===== src/ovc_consts.svh =====
// Constants for the output volume control register bank.
// Assumes inclusion by bare name from the package and modules.
// Functional notes
// - Four outputs each have independent settings
// - Bit 8 mutes output, resets to play
// - Bit 6 enables zero-cross gating, resets off
// - Gated change waits for zero crossing
// - Timeout applies pending gated change anyway
// - Commit bit zero stores code as pending
// - Headphone commit moves both headphone codes live
// - Line commit moves both line codes live
// - Six-bit code, 1 dB steps, -57 to +6
// - Headphone codes reset to 0x2d
// - Line codes reset to 0x39
`ifndef OVC_CONSTS_SVH
`define OVC_CONSTS_SVH
`define OVC_ADDR_W 8
`define OVC_DATA_W 9
`define OVC_OFF_PHL 8'h39
`define OVC_OFF_PHR 8'h3a
`define OVC_OFF_LNL 8'h3b
`define OVC_OFF_LNR 8'h3c
`define OVC_OFF_CFG 8'h3e
`define OVC_BIT_MUTE 8
`define OVC_BIT_COMMIT 7
`define OVC_BIT_ZC 6
`define OVC_CODE_MSB 5
`define OVC_RST_PH 6'h2d
`define OVC_RST_LN 6'h39
`define OVC_CLK_MHZ 200
`define OVC_TIMEOUT_US 10000
`define OVC_TIMEOUT_CYC (`OVC_TIMEOUT_US * `OVC_CLK_MHZ)
`endif


===== src/ovc_pkg.sv =====
// Types shared by the output volume control block.
// Assumes ovc_consts.svh is on the include path.
`include "ovc_consts.svh"
package ovc_pkg;
  typedef struct packed {
    logic silence;
    logic zero_gate;
    logic [5:0] gain_code;
  } ovc_chan_t;
  typedef enum logic [1:0] {
    OVC_IDLE,
    OVC_WAIT
  } ovc_state_t;
endpackage : ovc_pkg


===== src/ovc_top.sv =====
// Register bank and live gain outputs for four analogue outputs.
// Assumes a simple strobe bus and synchronous zero-cross pulses.
//
// The address-and-strobe port was left to the implementer.
`timescale 1ns/1ps
`include "ovc_consts.svh"
module ovc_top
  import ovc_pkg::*;
#(
  parameter int unsigned TIMEOUT_CYC = `OVC_TIMEOUT_CYC
) (
  input wire logic clk,
  input wire logic rst,
  input wire logic ce,
  input wire logic [7:0] addr,
  input wire logic [8:0] wdata,
  input wire logic wr_en,
  input wire logic rd_en,
  output logic [8:0] rdata,
  input wire logic [3:0] zero_cross,
  output logic [3:0] out_silence,
  output logic [23:0] out_gain,
  output logic [3:0] out_pending
);
  // Channel order: 0 phones left, 1 phones right, 2 line left, 3 line right
  ovc_chan_t ctl_ff [4];
  logic timeout_clock_enable_ff;
  logic phones_gain_commit;
  logic line_gain_commit;
  logic [3:0] commit;
  logic [3:0] busy;
  logic [5:0] live [4];
  logic tmo_tick;
  logic [3:0] hit;

  assign hit[0] = (addr == `OVC_OFF_PHL);
  assign hit[1] = (addr == `OVC_OFF_PHR);
  assign hit[2] = (addr == `OVC_OFF_LNL);
  assign hit[3] = (addr == `OVC_OFF_LNR);

  // Commit bit is not stored; either register of a pair fires it
  assign phones_gain_commit = wr_en && (hit[0] || hit[1]) && wdata[`OVC_BIT_COMMIT];
  assign line_gain_commit = wr_en && (hit[2] || hit[3]) && wdata[`OVC_BIT_COMMIT];
  // Channel sees the commit a cycle after the write, so pending is updated
  logic [1:0] commit_ff;
  always_ff @(posedge clk) begin
    if (rst) begin
      commit_ff <= 2'b00;
    end else if (ce) begin
      commit_ff <= {line_gain_commit, phones_gain_commit};
    end
  end
  assign commit = {commit_ff[1], commit_ff[1], commit_ff[0], commit_ff[0]};

  genvar gi;
  generate
    for (gi = 0; gi < 4; gi++) begin : g_chan
      always_ff @(posedge clk) begin
        if (rst) begin
          ctl_ff[gi].silence <= 1'b0;
          ctl_ff[gi].zero_gate <= 1'b0;
          ctl_ff[gi].gain_code <= (gi < 2) ? `OVC_RST_PH : `OVC_RST_LN;
        end else if (ce && wr_en && hit[gi]) begin
          ctl_ff[gi].silence <= wdata[`OVC_BIT_MUTE];
          ctl_ff[gi].zero_gate <= wdata[`OVC_BIT_ZC];
          ctl_ff[gi].gain_code <= wdata[`OVC_CODE_MSB:0];
        end
      end
      ovc_chan #(
        .RST_CODE((gi < 2) ? `OVC_RST_PH : `OVC_RST_LN)
      ) u_chan (
        .clk(clk),
        .rst(rst),
        .ce(ce),
        .commit(commit[gi]),
        .pending(ctl_ff[gi].gain_code),
        .zero_gate(ctl_ff[gi].zero_gate),
        .zero_cross(zero_cross[gi]),
        .tmo_tick(tmo_tick),
        .live_ff(live[gi]),
        .busy(busy[gi])
      );
      always_ff @(posedge clk) begin
        if (rst) begin
          out_silence[gi] <= 1'b0;
          out_gain[gi*6 +: 6] <= (gi < 2) ? `OVC_RST_PH : `OVC_RST_LN;
          out_pending[gi] <= 1'b0;
        end else if (ce) begin
          out_silence[gi] <= ctl_ff[gi].silence;
          out_gain[gi*6 +: 6] <= live[gi];
          out_pending[gi] <= busy[gi];
        end
      end
    end
  endgenerate

  always_ff @(posedge clk) begin
    if (rst) begin
      timeout_clock_enable_ff <= 1'b0;
    end else if (ce && wr_en && addr == `OVC_OFF_CFG) begin
      timeout_clock_enable_ff <= wdata[0];
    end
  end

  ovc_timeout #(
    .TIMEOUT_CYC(TIMEOUT_CYC)
  ) u_tmo (
    .clk(clk),
    .rst(rst),
    .ce(ce),
    .enable(timeout_clock_enable_ff),
    .tick(tmo_tick)
  );

  // Commit bit reads as zero; unmapped addresses read zero
  always_ff @(posedge clk) begin
    if (rst) begin
      rdata <= 9'h0;
    end else if (ce) begin
      rdata <= 9'h0;
      if (rd_en) begin
        for (int i = 0; i < 4; i++) begin
          if (hit[i]) begin
            rdata <= {ctl_ff[i].silence, 1'b0, ctl_ff[i].zero_gate, ctl_ff[i].gain_code};
          end
        end
        if (addr == `OVC_OFF_CFG) begin
          rdata <= {8'h0, timeout_clock_enable_ff};
        end
      end
    end
  end
endmodule : ovc_top


===== src/ovc_timeout.sv =====
// Free-running timeout tick generator for zero-cross gating.
// Assumes the timeout clock enable comes from a register.
`timescale 1ns/1ps
`include "ovc_consts.svh"
module ovc_timeout
  import ovc_pkg::*;
#(
  parameter int unsigned TIMEOUT_CYC = `OVC_TIMEOUT_CYC
) (
  input wire logic clk,
  input wire logic rst,
  input wire logic ce,
  input wire logic enable,
  output logic tick
);
  logic [31:0] cnt_ff;
  always_ff @(posedge clk) begin
    if (rst) begin
      cnt_ff <= 32'h0;
      tick <= 1'b0;
    end else if (ce) begin
      tick <= 1'b0;
      // Without the enable no tick ever arrives
      if (!enable) begin
        cnt_ff <= 32'h0;
      end else if (cnt_ff >= TIMEOUT_CYC - 1) begin
        cnt_ff <= 32'h0;
        tick <= 1'b1;
      end else begin
        cnt_ff <= cnt_ff + 32'h1;
      end
    end
  end
endmodule : ovc_timeout


===== src/ovc_chan.sv =====
// One output channel: pending and live gain with zero-cross gating.
// Assumes zero crossing and timeout tick are one-cycle pulses.
`timescale 1ns/1ps
`include "ovc_consts.svh"
module ovc_chan
  import ovc_pkg::*;
#(
  parameter logic [5:0] RST_CODE = `OVC_RST_PH
) (
  input wire logic clk,
  input wire logic rst,
  input wire logic ce,
  input wire logic commit,
  input wire logic [5:0] pending,
  input wire logic zero_gate,
  input wire logic zero_cross,
  input wire logic tmo_tick,
  output logic [5:0] live_ff,
  output logic busy
);
  ovc_state_t state_ff;
  logic [5:0] held_ff;
  assign busy = (state_ff == OVC_WAIT);
  always_ff @(posedge clk) begin
    if (rst) begin
      state_ff <= OVC_IDLE;
      held_ff <= RST_CODE;
      live_ff <= RST_CODE;
    end else if (ce) begin
      unique case (state_ff)
        OVC_IDLE: begin
          if (commit && !zero_gate) begin
            live_ff <= pending;
          end else if (commit) begin
            held_ff <= pending;
            state_ff <= OVC_WAIT;
          end
        end
        OVC_WAIT: begin
          // A fresh commit while waiting replaces the held code
          if (commit) begin
            held_ff <= pending;
          end
          if (!zero_gate) begin
            live_ff <= commit ? pending : held_ff;
            state_ff <= OVC_IDLE;
          end else if (zero_cross || tmo_tick) begin
            live_ff <= commit ? pending : held_ff;
            state_ff <= OVC_IDLE;
          end
        end
      endcase
    end
  end
endmodule : ovc_chan


===== config.mk =====
export PLATFORM = sky130hd
export DESIGN_NAME = ovc_top
export DESIGN_NICKNAME = d
export VERILOG_FILES = /design/src/ovc_pkg.sv /design/src/ovc_top.sv /design/src/ovc_timeout.sv /design/src/ovc_chan.sv
export VERILOG_INCLUDE_DIRS = /design/src
export SDC_FILE = /design/constraint.sdc
export NUM_CORES = 1
export LEC_CHECK = 0
export ABC_AREA = 1
export BUFFER_PORTS_ARGS = -buffer_cell sky130_fd_sc_hd__buf_2
export CORE_UTILIZATION = 59
export CTS_CLUSTER_DIAMETER = 150
export DETAILED_ROUTE_END_ITERATION = 8
export PLACE_DENSITY = 0.79
export SLEW_MARGIN = 30
export SYNTH_ARGS = -nofsm -noshare
export SYNTH_HDL_FRONTEND = slang
export SYNTH_SLANG_ARGS = --single-unit

===== constraint.sdc =====
create_clock -name clk -period 2.65 [get_ports clk]
set_input_delay 0.3975 -clock clk [delete_from_list [all_inputs] [get_ports clk]]
set_output_delay 0.3975 -clock clk [all_outputs]
set_load 0.01 [all_outputs]

==> summary.txt, run 1 <==
Run status
  – Outcome: finished clean

Clock tree
  – Hold_buf cts: 0
  – Number of gates resized after cts: 0
  – CTS tree: built
  – CTS buffer count: 17
  – Clock buffer depth: 2
  – Clk Latency, worst-skew pair: ~0.43 ns
  – TritonCTS Sinks: 160
  – Clock transition at path regs: roughly 0.060 ns
  – Postcts setup bufs: 0
  – H-Tree Depth: 4
  – Root buffer cell: clkbuf_16

Synthesis
  – Synth cell types: 39
  – Syn_nets: approximately 1.0k
  – Yosys warns: 0
  – Post-synth top area share: 34.9%
  – Area contributors post-synth: dfxtp_1 (35%), edfxtp_1 (13%), nand2_1 (13%), nor2_1 (7.0%), nand3_1 (5.0%)
  – Top-count cell post-synth: nand2_1
  – Main flop type after synthesis: dfxtp_1
  – Sequential share of the synthesized area: a little under half
  – Post-synth ARST share: 0%
  – Syn Area/Cell: 7.40 µm²
  – Mapped Cells: between 900 and 1k
  – Yosys top cell by area: dfxtp_1
  – Post-synth EDFFs: 32
  – Top cells by count, synth: nand2_1 (255), nor2_1 (138), dfxtp_1 (128)
  – Mapped Area: approximately 7400 µm²
  – Yosys reg bits: 160

STA
  – Layout Skew: 0.00664 ns
  – Final setup viols: 0
  – Max transition margin: slightly above 60%
  – Hold Violations, Final: 0
  – Final Critical Period: about 1.8 ns
  – Worst slew pin tran: about 0.57 ns
  – Fin Setup TNS: 0 ns
  – RSZ-0062 raised after global routing: no
  – Final period utilization: just under 70%
  – Post-route setup slack: between 0.8 and 0.9 ns
  – Fin. max-slew vios: 0
  – Fmax: roughly 0.54 GHz

GRT
  – First-pass GRT wire length: 28.8 mm
  – Largest net degree at the start of global routing: 46
  – Remaining Overflow, GRT: 0
  – GRT Total Usage: 29.0%
  – Initial antenna violation count: 0
  – Number of global-route vias before repair: 5960

Finish
  – Area growth syn-to-layout: 14.2%
  – Share of cells above drive strength 1: between 10% and 20%
  – Ant diodes: 0
  – Net count, final: 1073
  – Post-route cell area: approximately 8400 µm²

Critical path
  – Critical path type: reg2reg
  – Critical path's slowest cell: dfxtp_1
  – RR Endpoint: u_tmo.cnt_ff[17]
  – CP Max Fanout: 15
  – Worst endpoint data arrival time: 2.13 ns
  – Critical Path Sink: u_tmo.cnt_ff[17]
  – CP startpoint kind: register
  – Critical Path Max Stage Delay: around 0.4 ns
  – R2r worst-path depth: 12
  – R2r startpoint: u_tmo.cnt_ff[0]
  – Crit path cell chain: ha_1, nand2_2, nor2_2, nand2_1, nand2_1, nand2_1, nand2_2, nand2_4, nand3_2, nor2_1, nor2_1, nor2_1
  – Critical path data required time: 2.94 ns
  – Crit. Startpoint: u_tmo.cnt_ff[0]
  – Worst reg2reg setup slack: about 0.81 ns
  – CP endpoint kind: register

Drt
  – Vias per cell: between 5 and 6
  – Residual DRC count: 0
  – First-iteration detailed-routing DRC count: around 580
  – Routed length per instance: roughly 14 µm
  – Pre-Repair DR Iteration Count: 7
  – Total wire length: 17.7 mm
  – ANT nets after route: 0
  – Routed vias: roughly 6.7k

Placed design
  – I/O Buffers: 65
  – Final RePlAce weighted congestion: 0.946
  – Cell Area, Placed: between 7000 and 8000 µm²
  – Dpl ws: just under 0.6 ns
  – DP HPWL: approximately 12 mm

Floorplan
  – Die height: ~110 µm
  – Die area: ~13000 µm²
  – Initial Utilization: between 60% and 70%
  – # IOs: 67
  – CORE AREA: ~12000 µm²
  – Die X-Extent: between 100 and 150 µm
  – FP Rows: 40

Run
  – Max_cap viols: 0

Power
  – Maximum VDD drop: roughly 0.47 mV
  – Pwr Total: roughly 5.5 mW
  – PD cells: approximately 650 nW/µm²
  – P_leak: 3.71 nW

Worst hold path
  – Min-Delay Path Class: in2reg
  – Hold path cells: 3
[cell usage in the layout (no fill, tap or decap), types with 10 or more instances in the layout]
cell type,count
edfxtp_1,32
dfxtp_1,128
o21ai_1,11
nor3_1,10
nand2_1,255
nor2_1,138
nand3_1,73
buf_2,65
buf_4,13
nand2_2,10
clkbuf_16,20
inv_1,71
o211ai_1,19
inv_2,17
o21ai_0,59
a21oi_1,58
nand4_1,21
[metrics by stage]
stage	hold slack [ns]	instances	util [%]
2_1_floorplan	0.414	993	-
3_3_place_gp	0.424	1195	64.6
3_5_place_dp	0.430	1195	64.6
4_1_cts	0.255	1227	69.6
5_1_grt	0.298	1227	69.6
6_report	0.265	1227	69.6
[critical path, delay by kind of cell (launching register included)]
kind                     cells  cell delay [ns]
adder cells (fa/ha/maj)      1             0.29
AND/OR/NAND/NOR             11             1.03
flip-flops                   1             0.39
[area by class of cell]
class	count	area, µm²
clock inverter	7	67.6
fill	1024	3670
clock buffer	25	539
sequential	160	3520
tap	168	210
inverter	89	334
multi-input combinational	699	3280
timing repair buffer	79	443
[registers in the layout (all words and copies together), names as in the netlist]
name / count
out_gain: 24
g_chan.u_chan.state_ff: 4
u_tmo.tick: 1
out_silence: 4
commit_ff: 2
u_tmo.cnt_ff: 32
out_pending: 4
ctl_ff: 32
g_chan.u_chan.held_ff: 24
timeout_clock_enable_ff: 1
g_chan.u_chan.live_ff: 24
rdata: 8
[power by group]
part | switching, mW | internal [mW]
sequential | 0.0626 | 2.58
combinational | 0.265 | 0.127
clock | 0.953 | 1.51
[logic make-up (layout without fill, tap and decap cells)]
| group | count (synthesis) | count (layout) | share of synthesized area [%] |
|---|---|---|---|
| xor+xnor | 10 | 10 | 1.19 |
| buf+inv | 134 | 200 | 7.51 |
| simple gates | 530 | 530 | 31.3 |
| fa+ha+maj | 1 | 1 | 0.170 |
| other cells | 1 | 1 | 0.0510 |
| flops | 160 | 160 | 47.9 |
| mux | 2 | 2 | 0.272 |
| compound gates | 155 | 155 | 11.6 |
[worst min-delay path by stage]
stage,startpoint,slack (ns),endpoint
CTS,wdata[0],0.26,timeout_clock_enable_ff
floorplan,u_tmo.cnt_ff[24],0.41,u_tmo.cnt_ff[24]
finish,wdata[0],0.26,timeout_clock_enable_ff
detailed placement,u_tmo.cnt_ff[30],0.43,u_tmo.cnt_ff[30]
global route,zero_cross[0],0.30,g_chan[0].u_chan.state_ff[0]
global placement,u_tmo.cnt_ff[29],0.42,u_tmo.cnt_ff[29]
[layer usage]
metal,share of wire [%],GRT usage [%]
met2,47,46.5
met1,44,36.8
met5,0,0
met4,2.9,14.1
met3,6.1,7.33
No activity file was read; power rests on OpenSTA's default activity.
==> inputs of run 2 (changes only) <==
- clock period: 2.65 -> 1.85 ns (I/O delays scaled with it)
==> run 2 against run 1 <==
Effect of this change:
- hold slack got worse by 0.11 ns
- first-iteration DRC count up 4.3%
- sequential share of layout area down 0.35 points
==> summary.txt, run 2 (synthesis results as in run 1) <==
Drt
  – Routed length per instance: 14.4 µm (+0.10%)
  – Total wire length: 17.9 mm (+1.3%)
  – First-iteration detailed-routing DRC count: 606 (+4.3%)
  – Vias per cell: 5.43 (about the same)
  – Residual DRC count: 0 (unchanged)
  – ANT nets after route: 0 (unchanged)
  – Pre-Repair DR Iteration Count: 5 (-2)
  – Routed vias: 6738 (+1.2%)

Finish
  – Largest registers: ctl_ff x32, u_tmo.cnt_ff x32
  – Share of cells above drive strength 1: 16.0% (+1.1 points)
  – Commonest non-fill, non-tap cell in the layout: nand2_1
  – Area growth syn-to-layout: 15.2%
  – Fillers: 1002 (-2.1%)
  – Ant diodes: 0 (unchanged)
  – Net count, final: 1089 (+1.5%)
  – Fin util: 70.2% (+0.64 points)
  – Commonest cells after routing, fill and taps aside: nand2_1 (255), nor2_1 (138), dfxtp_1 (126), nand3_1 (73), inv_1 (71)
  – Post-route cell area: 8470 µm² (+0.92%)

STA
  – Hold Violations, Final: 0 (unchanged)
  – RSZ-0062 raised after global routing: no
  – Layout Skew: 0.00846 ns (+0.00182 ns)
  – Fin. max-slew vios: 0 (unchanged)
  – Fmax: 0.595 GHz (+9.3%)
  – Final Critical Period: 1.68 ns (-0.157 ns)
  – Final setup viols: 0 (unchanged)
  – Final period utilization: 90.8% (+22 points)
  – Fin Setup TNS: 0 ns (unchanged)

Critical path
  – CP startpoint kind: register
  – Critical path's slowest cell: dfxtp_2
  – Critical path data required time: 2.15 ns (-0.79 ns)
  – CP endpoint kind: register
  – Crit path cell chain: ha_4, nand2_2, nor2_2, nand2_1, nand2_1, nand2_1, nand2_2, nand2_4, nand3_2, nor2_1, nor2_1, nor2_1
  – CP Max Fanout: 15 (unchanged)
  – Buf/Inv on CP: 0 (unchanged)
  – CP delay by family, top: simple AND/OR/NAND/NOR gates
  – Critical Path Max Stage Delay: 0.38 ns (about the same)
  – Worst endpoint data arrival time: 1.98 ns (-0.15 ns)
  – Critical path type: reg2reg

GRT
  – Number of global-route vias before repair: 6056 (+1.6%)
  – First-pass GRT wire length: 29.3 mm (+1.8%)
  – Largest net degree at the start of global routing: 77 (+67%)
  – Remaining Overflow, GRT: 0 (unchanged)
  – GRT Total Usage: 29.0% (about the same)
  – Initial antenna violation count: 0 (unchanged)

Floorplan
  – Die height: 114 µm (unchanged)
  – Initial Utilization: 60.9% (unchanged)
  – CORE AREA: 12100 µm² (unchanged)
  – Die X-Extent: 114 µm (unchanged)
  – # IOs: 67 (unchanged)
  – Die area: 12900 µm² (unchanged)
  – FP Rows: 40 (unchanged)

Placed design
  – DP HPWL: 12.6 mm (+2.1%)
  – I/O Buffers: 65 (unchanged)
  – Cell Area, Placed: 7910 µm² (+1.5%)
  – Final RePlAce weighted congestion: 0.948 (+0.16%)

Power
  – Maximum VDD drop: 0.795 mV (+68%)
  – PD cells: 906 nW/µm² (+38%)
  – P_leak: 3.75 nW (+1.2%)

Clock tree
  – Root buffer cell: clkbuf_16
  – Clock transition at path regs: 0.06 ns (about the same)
  – TritonCTS Sinks: 160 (unchanged)
  – Clock buffer depth: 2 (unchanged)
  – H-Tree Depth: 4 (unchanged)
  – Postcts setup bufs: 0 (unchanged)
  – CTS buffer count: 17 (unchanged)
  – Hold_buf cts: 0 (unchanged)
  – CTS tree: built
  – Clk Latency, worst-skew pair: 0.43 ns (about the same)

Run
  – Max_cap viols: 0 (unchanged)

Worst hold path
  – Min-Delay Path Class: in2reg

Run status
  – Outcome: finished clean
-- run 2: cell type report --
| type | instances | area (µm²) | area share, % |
|---|---|---|---|
| Inverter | 89 | 334 | 3.94 |
| Clock buffer | 25 | 465 | 5.49 |
| Tap cell | 168 | 210 | 2.48 |
| Clock inverter | 6 | 83.8 | 0.990 |
| Multi-Input combinational cell | 699 | 3290 | 38.8 |
| Timing Repair Buffer | 95 | 563 | 6.65 |
| Sequential cell | 160 | 3530 | 41.6 |
-- run 2: layer usage --
| metal | share of wire [%] | vias to the layer above | GRT usage [%] | wire (µm) |
|---|---|---|---|---|
| met2 | 48 | 222 | 48.6 | 8630 |
| met1 | 44 | 3121 | 37.7 | 7920 |
| li1 | - | 3366 | - | - |
| met3 | 5.8 | 29 | 5.42 | 1040 |
| met5 | 0 | - | 0 | 0 |
| met4 | 1.8 | 0 | 10.1 | 318 |
-- run 2: metrics by stage --
step                setup WS [ns]  hold WS [ns]  std cells  power, mW
CTS                        0.0429         0.146       1242       7.70
detailed placement         0.0573         0.428       1211       4.43
global route              0.00404         0.164       1242       7.94
finish                      0.169         0.151       1242       7.68
global placement            0.142         0.426       1211       4.41
floorplan                  0.0516         0.414        993       4.21
-- run 2: power breakdown --
| group | internal (mW) | total [mW] | switching, mW | leakage, nW |
|---|---|---|---|---|
| Sequential | 3.69 | 3.78 | 0.0880 | 1.36 |
| Combinational | 0.196 | 0.584 | 0.388 | 2.12 |
| Clock | 2.01 | 3.31 | 1.30 | 0.269 |
-- run 2: tightest hold or removal path: cells and delay by family --
family / cells / cell delay (ns)
AO/OA/AOI/OAI: 2 / 0.17
buffers and inverters: 1 / 0.09
-- run 2: what timing repair did --
item	in CTS	in global routing
resized for setup	0	4
setup endpoints to repair	0	9
endpoints found under the hold margin	0	0
-- run 2: worst paths after layout --
kind	from	to	slack [ns]	cells past startpoint
min	wdata[0]	timeout_clock_enable_ff	0.15	3
max	u_tmo.cnt_ff[0]	u_tmo.cnt_ff[11]	0.17	12
min reg2reg	u_tmo.cnt_ff[23]	u_tmo.cnt_ff[23]	0.44	2
max reg2reg	u_tmo.cnt_ff[0]	u_tmo.cnt_ff[11]	0.17	12
==> inputs of run 3 (changes only) <==
- PLACE_DENSITY: 0.79 -> 0.83
==> run 3 against run 2 <==
Effect of this change:
- via count decreased by 0.80%
- final cell count is essentially flat
- non-clock buffer count is 2 lower
- die area stayed put
- critical path depth unchanged
- first-iteration DRC count down 20%
- sequential power barely moved
- count of clock-buffer cells in the layout decreased by 5
- core utilization increased by 0.22 points
- largest power group unchanged
- hold slack got worse by 0.0071 ns
- highest routed layer unchanged
- largest cell class unchanged
==> summary.txt, run 3 (synthesis results as in run 1) <==
Drt
  – Residual DRC count: 0 (unchanged)
  – Routed length per instance: 14.4 µm (+0.10%)
  – Total wire length: 17.9 mm (about the same)
  – First-iteration detailed-routing DRC count: 486 (-20%)
  – ANT nets after route: 0 (unchanged)
  – Vias per cell: 5.39 (-0.72%)
  – Pre-Repair DR Iteration Count: 5 (unchanged)
  – Routed vias: 6684 (-0.80%)

Clock tree
  – Clock transition at path regs: 0.06 ns (about the same)
  – Clk Latency, worst-skew pair: 0.43 ns (about the same)
  – H-Tree Depth: 4 (unchanged)
  – CTS tree: built
  – Root buffer cell: clkbuf_16
  – Clock buffer depth: 2 (unchanged)
  – TritonCTS Sinks: 160 (unchanged)
  – CTS buffer count: 17 (unchanged)

Critical path
  – CP Max Fanout: 15 (unchanged)
  – R2r worst-path depth: 12 (unchanged)
  – R2r startpoint: u_tmo.cnt_ff[0]
  – Critical path's slowest cell: dfxtp_1
  – Critical Path Max Stage Delay: 0.39 ns (about the same)
  – Crit. Startpoint: u_tmo.cnt_ff[0]
  – CP endpoint kind: register
  – Critical path data required time: 2.15 ns (about the same)
  – CP startpoint kind: register
  – Critical path type: reg2reg
  – Crit path cell chain: ha_1, nand2_2, nor2_2, nand2_1, nand2_1, nand2_1, nand2_2, nand2_4, nand3_4, nor2_1, nor2_1, nor2_1
  – Worst endpoint data arrival time: 1.99 ns (about the same)
  – RR Endpoint: u_tmo.cnt_ff[19]
  – Critical Path Sink: u_tmo.cnt_ff[19]
  – Worst reg2reg setup slack: 0.16 ns (about the same)

Finish
  – Ant diodes: 0 (unchanged)
  – Largest registers: ctl_ff x32, u_tmo.cnt_ff x32
  – Area growth syn-to-layout: 15.6%
  – Share of cells above drive strength 1: 16.1% (+0.11 points)
  – Fillers: 983 (-1.9%)
  – Commonest non-fill, non-tap cell in the layout: nand2_1
  – Net count, final: 1087 (-0.18%)
  – Commonest cells after routing, fill and taps aside: nand2_1 (255), nor2_1 (138), dfxtp_1 (128), nand3_1 (73), inv_1 (71)
  – Post-route cell area: 8500 µm² (+0.31%)
  – Fin util: 70.4% (+0.22 points)

Floorplan
  – Initial Utilization: 60.9% (unchanged)
  – Die height: 114 µm (unchanged)
  – CORE AREA: 12100 µm² (unchanged)
  – # IOs: 67 (unchanged)
  – Die area: 12900 µm² (unchanged)
  – Die X-Extent: 114 µm (unchanged)
  – FP Rows: 40 (unchanged)

STA
  – Fin. max-slew vios: 0 (unchanged)
  – Fin Setup TNS: 0 ns (unchanged)
  – Final period utilization: 91.5% (+0.66 points)
  – Layout Skew: 0.00663 ns (-0.00183 ns)
  – Final Critical Period: 1.69 ns (+0.0123 ns)
  – RSZ-0062 raised after global routing: no
  – Final setup viols: 0 (unchanged)
  – Fmax: 0.591 GHz (-0.72%)
  – Hold Violations, Final: 0 (unchanged)

Power
  – P_leak: 3.77 nW (+0.49%)
  – Maximum VDD drop: 0.554 mV (-30%)
  – PD cells: 912 nW/µm² (+0.65%)

Placed design
  – DP HPWL: 12.8 mm (+2.1%)
  – I/O Buffers: 65 (unchanged)
  – Final RePlAce weighted congestion: 0.914 (-3.5%)
  – Cell Area, Placed: 7920 µm² (+0.13%)

Run status
  – Outcome: finished clean

GRT
  – GRT Total Usage: 29.1% (+0.036 points)
  – First-pass GRT wire length: 29.2 mm (-0.42%)
  – Number of global-route vias before repair: 6148 (+1.5%)
  – Remaining Overflow, GRT: 0 (unchanged)
  – Largest net degree at the start of global routing: 46 (-40%)
  – Initial antenna violation count: 0 (unchanged)

Worst hold path
  – Min-Delay Path Class: in2reg

Run
  – Max_cap viols: 0 (unchanged)
[run 3: timing repair]
item	4_1_cts	5_1_grt
gates resized for setup	0	1
endpoints found under the setup margin	0	2
setup buffers	0	0
hold buffers	0	0
[run 3: layer usage]
layer / vias to the layer above / part of all wire [%] / track usage [%]
li1: 3378 / - / -
met1: 3022 / 44 / 36.4
met2: 242 / 47 / 47.6
met3: 42 / 6.0 / 6.06
met4: 0 / 3.2 / 14.9
met5: - / 0 / 0
[run 3: worst min path at each step]
| stage | from | to | cells past startpoint |
|---|---|---|---|
| 2_1_floorplan | u_tmo.cnt_ff[24] | u_tmo.cnt_ff[24] | 2 |
| 5_1_grt | wdata[7] | commit_ff[0] | 3 |
| 6_report | wdata[0] | timeout_clock_enable_ff | 3 |
| 3_5_place_dp | u_tmo.cnt_ff[31] | u_tmo.cnt_ff[31] | 2 |
| 3_3_place_gp | u_tmo.cnt_ff[28] | u_tmo.cnt_ff[28] | 2 |
| 4_1_cts | wdata[0] | timeout_clock_enable_ff | 3 |
[run 3: cell type report]
| class | count | area, µm² | area share, % |
|---|---|---|---|
| sequential | 160 | 3520 | 41.5 |
| multi-input combinational | 699 | 3280 | 38.6 |
| clock inverter | 12 | 105 | 1.24 |
| tap | 168 | 210 | 2.47 |
| inverter | 89 | 334 | 3.93 |
| timing repair buffer | 93 | 573 | 6.74 |
| clock buffer | 20 | 468 | 5.51 |
[run 3: power breakdown]
| group | leakage, nW | internal (mW) | total [mW] | switching, mW |
|---|---|---|---|---|
| Combinational | 2.12 | 0.197 | 0.589 | 0.392 |
| Clock | 0.288 | 1.97 | 3.38 | 1.41 |
| Sequential | 1.36 | 3.69 | 3.78 | 0.0863 |
| Total | 3.77 | 5.86 | 7.75 | 1.89 |
[run 3: through the flow]
step / cells / hold slack, ns / total power, mW / setup slack [ns]
after floorplan: 993 / 0.414 / 4.21 / 0.0516
after global placement: 1209 / 0.426 / 4.41 / 0.181
after detailed placement: 1209 / 0.429 / 4.43 / 0.133
after CTS: 1241 / 0.138 / 7.78 / 0.133
after global routing: 1241 / 0.178 / 8.02 / 0.000977
final: 1241 / 0.144 / 7.75 / 0.157
[run 3: worst max-delay path, delay by kind of cell, from the launching register on]
| kind | cells | cell delay [ns] |
|---|---|---|
| AND/OR/NAND/NOR | 11 | 0.98 |
| flip-flops | 1 | 0.39 |
| adder cells (fa/ha/maj) | 1 | 0.20 |
